`src/spcfg_pkg.sv`:
```
// constants for the serial port configuration register bank
package spcfg_pkg;

    // ------------------------------------------------------------
    // widths
    // ------------------------------------------------------------
    localparam int ADDR_W = 10;
    localparam int DATA_W = 8;

    // ------------------------------------------------------------
    // register offsets
    // ------------------------------------------------------------
    localparam logic [ADDR_W-1:0] ADDR_PORT_CONFIGURATION   = 10'h000;
    localparam logic [ADDR_W-1:0] ADDR_VARIANT_IDENTIFIER   = 10'h003;
    localparam logic [ADDR_W-1:0] ADDR_READBACK_BANK_SELECT = 10'h004;
    localparam logic [ADDR_W-1:0] ADDR_POWER_DOWN_AND_SYNC  = 10'h230;
    localparam logic [ADDR_W-1:0] ADDR_RESERVED_SYSTEM      = 10'h231;
    localparam logic [ADDR_W-1:0] ADDR_COMMIT_BUFFERED      = 10'h232;

    // ------------------------------------------------------------
    // port configuration fields
    // ------------------------------------------------------------
    localparam int BIT_OUTPUT_PIN_SELECT = 0;
    localparam int BIT_LSB_FIRST         = 1;
    localparam int BIT_SOFT_RESET        = 2;
    localparam int BIT_LONG_INSTRUCTION  = 3;
    localparam int MIRROR_LO             = 4;

    // ------------------------------------------------------------
    // other fields and reset values
    // ------------------------------------------------------------
    localparam int BIT_READ_ACTIVE = 0;
    localparam int BIT_COMMIT      = 0;
    localparam logic [DATA_W-1:0] RST_PORT_CONFIGURATION = 8'h18;
    localparam logic [DATA_W-1:0] RST_READBACK_SELECT    = 8'h00;
    localparam logic [DATA_W-1:0] RST_POWER_DOWN_SYNC    = 8'h00;
    localparam logic [DATA_W-1:0] RST_RESERVED_SYSTEM    = 8'h00;
    localparam logic [DATA_W-1:0] DATA_ZERO              = 8'h00;

    // arbitrary variant code, not that of any real part
    localparam logic [DATA_W-1:0] VARIANT_ID_DEFAULT = 8'h5a;

endpackage

```
`src/spcfg_bank_reg.sv`:
```
// one register held as a buffered copy and an active copy
`timescale 1ns/10ps
module spcfg_bank_reg #(
    parameter int                 W       = 8,
    parameter logic [W-1:0]       RST_VAL = '0
) (
    input  wire logic         clk,      // serial clock
    input  wire logic         rst_n,    // synchronised reset, active low
    input  wire logic         ce,       // clock enable
    input  wire logic         clear,    // soft reset, restores default
    input  wire logic         wr,       // write to buffered copy
    input  wire logic [W-1:0] wdata,    // write data
    input  wire logic         commit,   // copy buffered into active
    output logic      [W-1:0] buf_q,    // buffered copy
    output logic      [W-1:0] act_q     // active copy
);

    // ------------------------------------------------------------
    // buffered copy
    // ------------------------------------------------------------
    always_ff @(posedge clk or negedge rst_n) begin
        if (!rst_n) begin
            buf_q <= RST_VAL;
        end else if (ce) begin
            if (clear) begin
                buf_q <= RST_VAL;
            end else if (wr) begin
                buf_q <= wdata;
            end
        end
    end

    // ------------------------------------------------------------
    // active copy
    // ------------------------------------------------------------
    always_ff @(posedge clk or negedge rst_n) begin
        if (!rst_n) begin
            act_q <= RST_VAL;
        end else if (ce) begin
            if (clear) begin
                act_q <= RST_VAL;
            end else if (commit) begin
                act_q <= buf_q;
            end
        end
    end

endmodule // spcfg_bank_reg

```
`src/spcfg_regs.sv`:
```
// serial port configuration, identification and update register bank
//
// How it works
// - The long instruction bit picks 8-bit (0) or 16-bit (1) instructions and resets to 1.
// - Soft reset set to 1 holds every other register at default until written back to 0.
// - Bit order 0 means MSB first with falling addresses, 1 means LSB first with rising.
// - With output select 0 the data pin carries both directions and the read pin floats.
// - With output select 1 read data leaves on the read pin, writes still use the data pin.
// - The variant identifier is a fixed read-only byte that ignores writes.
// - Readback select 0 returns buffered copies, 1 returns active copies.
// - The update bit is cleared by the device itself one cycle after the host sets it.
`timescale 1ns/10ps
module spcfg_regs #(
    parameter logic [7:0] VARIANT_ID = spcfg_pkg::VARIANT_ID_DEFAULT // arbitrary code
) (
    input  wire logic                        clk,                 // serial clock, 20 MHz
    input  wire logic                        rst_n,               // async reset, active low
    input  wire logic                        ce,                  // clock enable
    input  wire logic                        wr_en,               // register write strobe
    input  wire logic                        rd_en,               // register read strobe
    input  wire logic [spcfg_pkg::ADDR_W-1:0] addr,               // register address
    input  wire logic [spcfg_pkg::DATA_W-1:0] wdata,              // write data
    input  wire logic                        read_bit,            // read data bit to send
    input  wire logic                        read_drive,          // read phase, drive a pin
    output logic      [spcfg_pkg::DATA_W-1:0] rdata,              // read data
    output logic                             rvalid,              // read data valid pulse
    output logic                             long_instruction,    // 16-bit instructions
    output logic                             lsb_first,           // LSB first, rising addr
    output logic                             output_pin_select,   // separate read pin
    output logic                             soft_reset,          // soft reset in force
    output logic      [spcfg_pkg::DATA_W-1:0] power_down_and_sync, // active setting
    output logic                             sdio_o,              // data pin output
    output logic                             sdio_oe,             // data pin enable
    output logic                             serial_read_out_pin_o,  // read pin output
    output logic                             serial_read_out_pin_oe  // read pin enable
);

    // ------------------------------------------------------------
    // reset release
    // ------------------------------------------------------------
    logic rst_meta_n;
    logic rst_sync_n;

    always_ff @(posedge clk or negedge rst_n) begin
        if (!rst_n) begin
            rst_meta_n <= 1'b0;
            rst_sync_n <= 1'b0;
        end else begin
            rst_meta_n <= 1'b1;
            rst_sync_n <= rst_meta_n;
        end
    end

    // ------------------------------------------------------------
    // address decode
    // ------------------------------------------------------------
    logic hit_cfg;
    logic hit_sel;
    logic hit_pds;
    logic hit_upd;

    assign hit_cfg = addr == spcfg_pkg::ADDR_PORT_CONFIGURATION;
    assign hit_sel = addr == spcfg_pkg::ADDR_READBACK_BANK_SELECT;
    assign hit_pds = addr == spcfg_pkg::ADDR_POWER_DOWN_AND_SYNC;
    assign hit_upd = addr == spcfg_pkg::ADDR_COMMIT_BUFFERED;

    // ------------------------------------------------------------
    // port configuration
    // ------------------------------------------------------------
    logic [spcfg_pkg::DATA_W-1:0] port_configuration;

    // upper nibble is stored as written; host keeps it mirrored
    always_ff @(posedge clk or negedge rst_sync_n) begin
        if (!rst_sync_n) begin
            port_configuration <= spcfg_pkg::RST_PORT_CONFIGURATION;
        end else if (ce) begin
            if (wr_en && hit_cfg) begin
                port_configuration <= wdata;
            end else if (port_configuration[spcfg_pkg::BIT_SOFT_RESET]) begin
                // hold defaults while soft reset stays set
                port_configuration <= spcfg_pkg::RST_PORT_CONFIGURATION
                                    | (8'h04 & port_configuration);
            end
        end
    end

    logic soft_clear;
    assign soft_clear = port_configuration[spcfg_pkg::BIT_SOFT_RESET];

    // ------------------------------------------------------------
    // readback bank select
    // ------------------------------------------------------------
    logic [spcfg_pkg::DATA_W-1:0] readback_bank_select;

    always_ff @(posedge clk or negedge rst_sync_n) begin
        if (!rst_sync_n) begin
            readback_bank_select <= spcfg_pkg::RST_READBACK_SELECT;
        end else if (ce) begin
            if (soft_clear) begin
                readback_bank_select <= spcfg_pkg::RST_READBACK_SELECT;
            end else if (wr_en && hit_sel) begin
                readback_bank_select <= wdata;
            end
        end
    end

    // ------------------------------------------------------------
    // update control, self clearing
    // ------------------------------------------------------------
    logic commit_buffered_settings;

    always_ff @(posedge clk or negedge rst_sync_n) begin
        if (!rst_sync_n) begin
            commit_buffered_settings <= 1'b0;
        end else if (ce) begin
            commit_buffered_settings <= wr_en && hit_upd && !soft_clear
                                      && wdata[spcfg_pkg::BIT_COMMIT];
        end
    end

    // ------------------------------------------------------------
    // buffered power-down and sync register
    // ------------------------------------------------------------
    logic [spcfg_pkg::DATA_W-1:0] pds_buf;
    logic [spcfg_pkg::DATA_W-1:0] pds_act;

    spcfg_bank_reg #(
        .W       (spcfg_pkg::DATA_W),
        .RST_VAL (spcfg_pkg::RST_POWER_DOWN_SYNC)
    ) u_pds (
        .clk    (clk),
        .rst_n  (rst_sync_n),
        .ce     (ce),
        .clear  (soft_clear),
        .wr     (wr_en && hit_pds),
        .wdata  (wdata),
        .commit (commit_buffered_settings),
        .buf_q  (pds_buf),
        .act_q  (pds_act)
    );

    // ------------------------------------------------------------
    // read mux
    // ------------------------------------------------------------
    logic                         read_active;
    logic [spcfg_pkg::DATA_W-1:0] next_rdata;

    assign read_active = readback_bank_select[spcfg_pkg::BIT_READ_ACTIVE];

    always_comb begin
        next_rdata = spcfg_pkg::DATA_ZERO;
        unique case (addr)
            spcfg_pkg::ADDR_PORT_CONFIGURATION: begin
                next_rdata = port_configuration;
            end
            spcfg_pkg::ADDR_VARIANT_IDENTIFIER: begin
                next_rdata = VARIANT_ID;
            end
            spcfg_pkg::ADDR_READBACK_BANK_SELECT: begin
                next_rdata = readback_bank_select;
            end
            spcfg_pkg::ADDR_POWER_DOWN_AND_SYNC: begin
                next_rdata = read_active ? pds_act : pds_buf;
            end
            spcfg_pkg::ADDR_RESERVED_SYSTEM: begin
                next_rdata = spcfg_pkg::RST_RESERVED_SYSTEM;
            end
            spcfg_pkg::ADDR_COMMIT_BUFFERED: begin
                next_rdata = {7'h00, commit_buffered_settings};
            end
            default: begin
                next_rdata = spcfg_pkg::DATA_ZERO;
            end
        endcase
    end

    always_ff @(posedge clk or negedge rst_sync_n) begin
        if (!rst_sync_n) begin
            rdata  <= spcfg_pkg::DATA_ZERO;
            rvalid <= 1'b0;
        end else if (ce) begin
            rvalid <= rd_en;
            if (rd_en) begin
                rdata <= next_rdata;
            end
        end
    end

    // ------------------------------------------------------------
    // mode outputs
    // ------------------------------------------------------------
    always_ff @(posedge clk or negedge rst_sync_n) begin
        if (!rst_sync_n) begin
            long_instruction    <= 1'b1;
            lsb_first           <= 1'b0;
            output_pin_select   <= 1'b0;
            soft_reset          <= 1'b0;
            power_down_and_sync <= spcfg_pkg::RST_POWER_DOWN_SYNC;
        end else if (ce) begin
            long_instruction    <= port_configuration[spcfg_pkg::BIT_LONG_INSTRUCTION];
            lsb_first           <= port_configuration[spcfg_pkg::BIT_LSB_FIRST];
            output_pin_select   <= port_configuration[spcfg_pkg::BIT_OUTPUT_PIN_SELECT];
            soft_reset          <= soft_clear;
            power_down_and_sync <= pds_act;
        end
    end

    // ------------------------------------------------------------
    // read data pin steering
    // ------------------------------------------------------------
    logic use_read_pin;
    assign use_read_pin = port_configuration[spcfg_pkg::BIT_OUTPUT_PIN_SELECT];

    always_ff @(posedge clk or negedge rst_sync_n) begin
        if (!rst_sync_n) begin
            sdio_o                 <= 1'b0;
            sdio_oe                <= 1'b0;
            serial_read_out_pin_o  <= 1'b0;
            serial_read_out_pin_oe <= 1'b0;
        end else if (ce) begin
            sdio_o                 <= read_bit;
            sdio_oe                <= read_drive && !use_read_pin;
            serial_read_out_pin_o  <= read_bit;
            serial_read_out_pin_oe <= read_drive && use_read_pin;
        end
    end

endmodule // spcfg_regs

```
`config.mk`:
```
export PLATFORM = sky130hd
export DESIGN_NAME = spcfg_regs
export DESIGN_NICKNAME = d
export VERILOG_FILES = /design/src/spcfg_pkg.sv /design/src/spcfg_bank_reg.sv /design/src/spcfg_regs.sv
export SDC_FILE = /design/constraint.sdc
export NUM_CORES = 1
export LEC_CHECK = 0
export BUFFER_PORTS_ARGS = -buffer_cell sky130_fd_sc_hd__buf_2
export CAP_MARGIN = 15
export CORE_ASPECT_RATIO = 0.9
export CORE_UTILIZATION = 30
export CTS_BUF_LIST = sky130_fd_sc_hd__clkbuf_4 sky130_fd_sc_hd__clkbuf_8 sky130_fd_sc_hd__clkbuf_16
export CTS_CLUSTER_SIZE = 10
export DETAILED_ROUTE_END_ITERATION = 8
export GPL_ROUTABILITY_DRIVEN = 1
export HOLD_SLACK_MARGIN = 0.12
export PLACE_DENSITY_LB_ADDON = 0.05
export SLEW_MARGIN = 20
export SYNTH_ARGS = -nofsm -noshare
export SYNTH_HDL_FRONTEND = slang
export SYNTH_SLANG_ARGS = --single-unit
```
`constraint.sdc`:
```
create_clock -name clk -period 6.05 [get_ports clk]
set_clock_uncertainty 0.2 [all_clocks]
set_input_delay 1.21 -clock clk [delete_from_list [all_inputs] [get_ports clk]]
set_output_delay 1.21 -clock clk [all_outputs]
set_load 0.01 [all_outputs]
```
Word level (Yosys, flattened, before mapping)
Index checks and enable logic that the tools add are counted.

Eq/ne operators: 4. Muxes and demuxes: 10. Reduce and logical (&&, ||, !) cells: 20.

Operators with widths (number): $mux 8 (9); $pmux 8 s5 (1); $eq 10x10->1 const B (2); $eq 10x2->1 const B (1); $eq 10x3->1 const B (1); $logic_not 10->1 (1); $reduce_and 2->1 (5); $logic_and 1x1->1 (8); $reduce_bool 2->1 (4); $logic_not 1->1 (2).

Register bits: 59. Input bits: 25. Word-level logic and storage cells: 52.

Logic depth before layout (Yosys ltp)
Depth after elaboration: 4. Depth in mapped cells: 6. Gate-level depth less buffers: 4.

By module
A second synthesis with hierarchy kept.

Cell total of the unflattened synthesis: 287. Area total of the unflattened synthesis: 3055.4 µm².

By module, submodules not included: spcfg_regs (instances 1, cells an instance 197, area each 2107.0 µm², seq. area each 1079.8 µm²); spcfg_bank_reg (instances 1, cells an instance 90, area each 948.4 µm², seq. area each 400.4 µm²).

Least setup slack after synthesis
OpenSTA, ideal clock, no wires.

Kind: input to register. From: input port addr[7] (netlist name). To: register rdata[0] (netlist name). Data arrival time: 2.620 ns. Path slack: 3.163 ns. Cell stages on the path: 4. Path buffers: 0. Cells stage by stage: or3_4 -> or4_4 -> a211oi_4 -> a22o_1.

Longest elaborated chain between the ends: 2.

RTL lines: start: declaration (RTL line spcfg_regs.sv:21) `input wire logic [spcfg_pkg::ADDR_W-1:0] addr,`; $eq 10x10->1, or another cell as far along (RTL line spcfg_regs.sv:152) `unique case (addr)`; $pmux 8 s5 (*) (RTL line spcfg_regs.sv:152); end signal: assignment (RTL line spcfg_regs.sv:179) `rdata <= spcfg_pkg::DATA_ZERO;`; end signal: assignment (RTL line spcfg_regs.sv:184) `rdata <= next_rdata;`; end: declaration (RTL line spcfg_regs.sv:25) `output logic [spcfg_pkg::DATA_W-1:0] rdata,`.

Mark *: on every way between the ends. The rest lies on a longest branch, timed or not. A chain may end at the register's enable or synchronous reset.

Worst setup path in the final report
From: input port ce. To: register port_configuration[0] (netlist name).

Longest elaborated chain between the ends: 1.

RTL lines: start: declaration (RTL line spcfg_regs.sv:18) `input wire logic ce,`; $reduce_and 2->1 (no line); end signal: assignment (RTL line spcfg_regs.sv:75) `port_configuration <= spcfg_pkg::RST_PORT_CONFIGURATION;`; end signal: assignment (RTL line spcfg_regs.sv:78) `port_configuration <= wdata;`; end signal: assignment (RTL line spcfg_regs.sv:81) `port_configuration <= spcfg_pkg::RST_PORT_CONFIGURATION`; end: declaration (RTL line spcfg_regs.sv:70) `logic [spcfg_pkg::DATA_W-1:0] port_configuration;`.

No other way between the ends.

==> metrics.txt <==
total number of vias=roughly 2000; CTS Sinks=a little under 60; Slowest cell on crit path=or4_1; clock slew at reported path FFs=~0.06 ns; final WL=between 6 and 7 mm; IO Port Bufs=~50; RSZ-0062 raised after global routing=no; Reg2Reg Depth=3; area leader, netlist=dfrtp_1; Root Driver=clkbuf_8; outcome=completed; H-tree depth=3; syn_area_per_cell=between 10 and 15 um2; HPWL Detailed=4.790 mm; Worst EP arrival=slightly below 3 ns; worst-path fanout max=36; Critical Path Max Stage Delay=between 0.6 and 0.7 ns; fraction of layout cells with a size suffix above 1=a little under a third; Crit path required time=roughly 6.1 ns; clock latency at the later pin of the worst-skew pair=0.34 ns; synthesis warning total=0; leakage power=1.442 nW; Pre-antenna DRT Iters=4; Crit Path Class=input pin to flop; wire per inst=roughly 17 um; Starting Density=a little under a third; cell area after synthesis=between 0.002 and 0.003 mm2; cts hold-fix bufs=0; endpoints failing setup=0; setup bufs post-CTS=0; initial antenna violation count=0; syn nets=roughly 260; Die X=between 100 and 150 um; dpl cell area=between 0.003 and 0.004 mm2; hold path depth=0; crit path time final=around 3.0 ns; Gate Count Post-Synth=approximately 230; power per standard cell area=244.2 mW/mm2; final worst-path cycle share=48.80%; synth unique cells=37; clock tree buffer depth=2; Yosys top cell area share=a little over half; nets=about 310; final instance area=around 0.0032 mm2; hold crit path type=flop to flop; Max VDD drop=roughly 0.1 mV; most used cell, CP=nand2_1; first-pass GRT wire length=between 10 and 15 mm; CP Cell Sequence=buf_2 > nand2_1 > or4_1 > nand3_1 > nand2_1; drt via density=slightly below 5; die boundary height=91.27 um; max-cap violations=0; # diodes=0; CP Launch Type=input pin; gr usage total=roughly 17%; DRT antenna net count=0; cts repair resizes=0; die area=around 0.009 mm2; Slew HR=44.90%; sequential share of the synthesized area=a little under three fifths; setup total negative slack=0 ns; Fmax=between 300 and 400 MHz; number of global-route vias before repair=1990; #FFs+latches synth=roughly 60; GRT overflow=0; Slew @ Worst Pin=0.8197 ns; GP Congestion=0.8012; max-slew violations=0; initial detailed-routing violation count=about 130; CTS Buf Count=9; main area contributors after synthesis=dfrtp_1, a22o_1, mux2_2; area grow syn2layout=20.02%; Hold Vio Cnt, Final=0; Site Rows=32; crit end category=flop; io pins=50; TritonCTS clock tree=built; core area=0.008568 mm2; largest net degree at the start of global routing=a little under 60; DRC=0
-- synth_stat cells, drive strengths merged --
library cell,n
nand3b,1
a22oi,8
a221oi,4
nor3,3
and3b,1
nand3,8
a22o,24
o31a,1
mux2i,12
o21ai,5
inv,13
a21oi,4
nor3b,1
nand4,1
nand2,19
buf,5
and2,1
o211ai,1
mux2,13
dfrtp,56
nor2b,5
or3,6
nor2,4
dfstp,3
clkbuf,7
conb,1
nor4,3
clkinv,1
or4,3
o22ai,17
a211oi,1
-- report_power, final --
group	internal, mW	switching (mW)	total (mW)	leakage [nW]
logic	0.0192	0.0336	0.0527	0.629
clock network	0.165	0.152	0.317	0.0948
registers	0.404	0.00495	0.409	0.719
-- path summary, 6_finish.rpt --
| check | slack [ns] | startpoint | to |
|---|---|---|---|
| min in group asynchronous | 0.22 | rst_sync_n | power_down_and_sync[6] |
| hold / removal | 0.16 | rst_meta_n | rst_sync_n |
| hold reg to reg | 0.16 | rst_meta_n | rst_sync_n |
| max in group asynchronous | 4.95 | rst_sync_n | rdata[3] |
| setup / recovery | 3.10 | ce | port_configuration[0] |
| setup reg to reg | 3.99 | port_configuration[2] | readback_bank_select[3] |
-- cells in the final DEF, fill, tap and decap left out, drive strengths merged, types with 6 or more instances in the layout --
| master | netlist | routed |
|---|---|---|
| a22o | 24 | 24 |
| o22ai | 17 | 17 |
| nand3 | 8 | 8 |
| nand2 | 19 | 19 |
| or3 | 6 | 6 |
| mux2 | 13 | 13 |
| inv | 13 | 13 |
| a22oi | 8 | 8 |
| clkbuf | 7 | 13 |
| dfrtp | 56 | 56 |
| mux2i | 12 | 12 |
| buf | 5 | 50 |
-- critical path: cells and delay by family --
kind	cells	cell delay, ns
and+or+nand+nor	4	1.21
buffers and inverters	1	0.55
-- metrics by stage --
stage               util (%)  hold slack [ns]  cells  power (mW)  setup WS [ns]
global route           37.21           0.1822    405      0.8177          2.995
finish                 37.21           0.1553    405      0.7784          3.098
detailed placement     35.24           0.1356    389      0.4699          2.755
floorplan                  -           0.1312    232      0.4441          3.163
global placement       35.09           0.1342    389      0.4695          2.437
CTS                    37.21           0.1627    405      0.7916          3.120
-- layout make-up --
| type | instances | area [um2] |
|---|---|---|
| flip-flops and latches | 59 | 1481 |
| repair buffers | 50 | 252.7 |
| inverters | 14 | 52.55 |
| fillers | 904 | 5380 |
| clock buffers | 13 | 153.9 |
| well taps | 119 | 148.9 |
| multi-input cells | 147 | 1084 |
| clock inverters | 3 | 15.01 |
-- per-layer routing --
layer  global-route usage (%)  vias to the layer above  wire length [um]
met4                    6.159                        0               131
li1                         -                      968                 -
met3                    4.927                        9               390
met1                    23.50                      969              3440
met5                        0                        -                 0
met2                    23.64                       55              2993
-- registers in the layout (all words and copies together) (netlist names) --
register and cells:
port_configuration 8, commit_buffered_settings 1, u_pds.buf_q 8, output_pin_select 1
lsb_first 1, readback_bank_select 8, serial_read_out_pin_oe 1, soft_reset 1
rst_sync_n 1, serial_read_out_pin_o 1, rdata 8, rst_meta_n 1
u_pds.act_q 8, long_instruction 1, rvalid 1, sdio_oe 1
power_down_and_sync 8
-- logic make-up after synthesis --
kind of cell / synth area share (%)
AND/OR/NAND/NOR: 11.59
AO/OA/AOI/OAI: 18.56
other: 0.1412
buffers and inverters: 3.957
multiplexers: 10.03
flip-flops: 55.72
No activity file was read; power rests on OpenSTA's default activity.
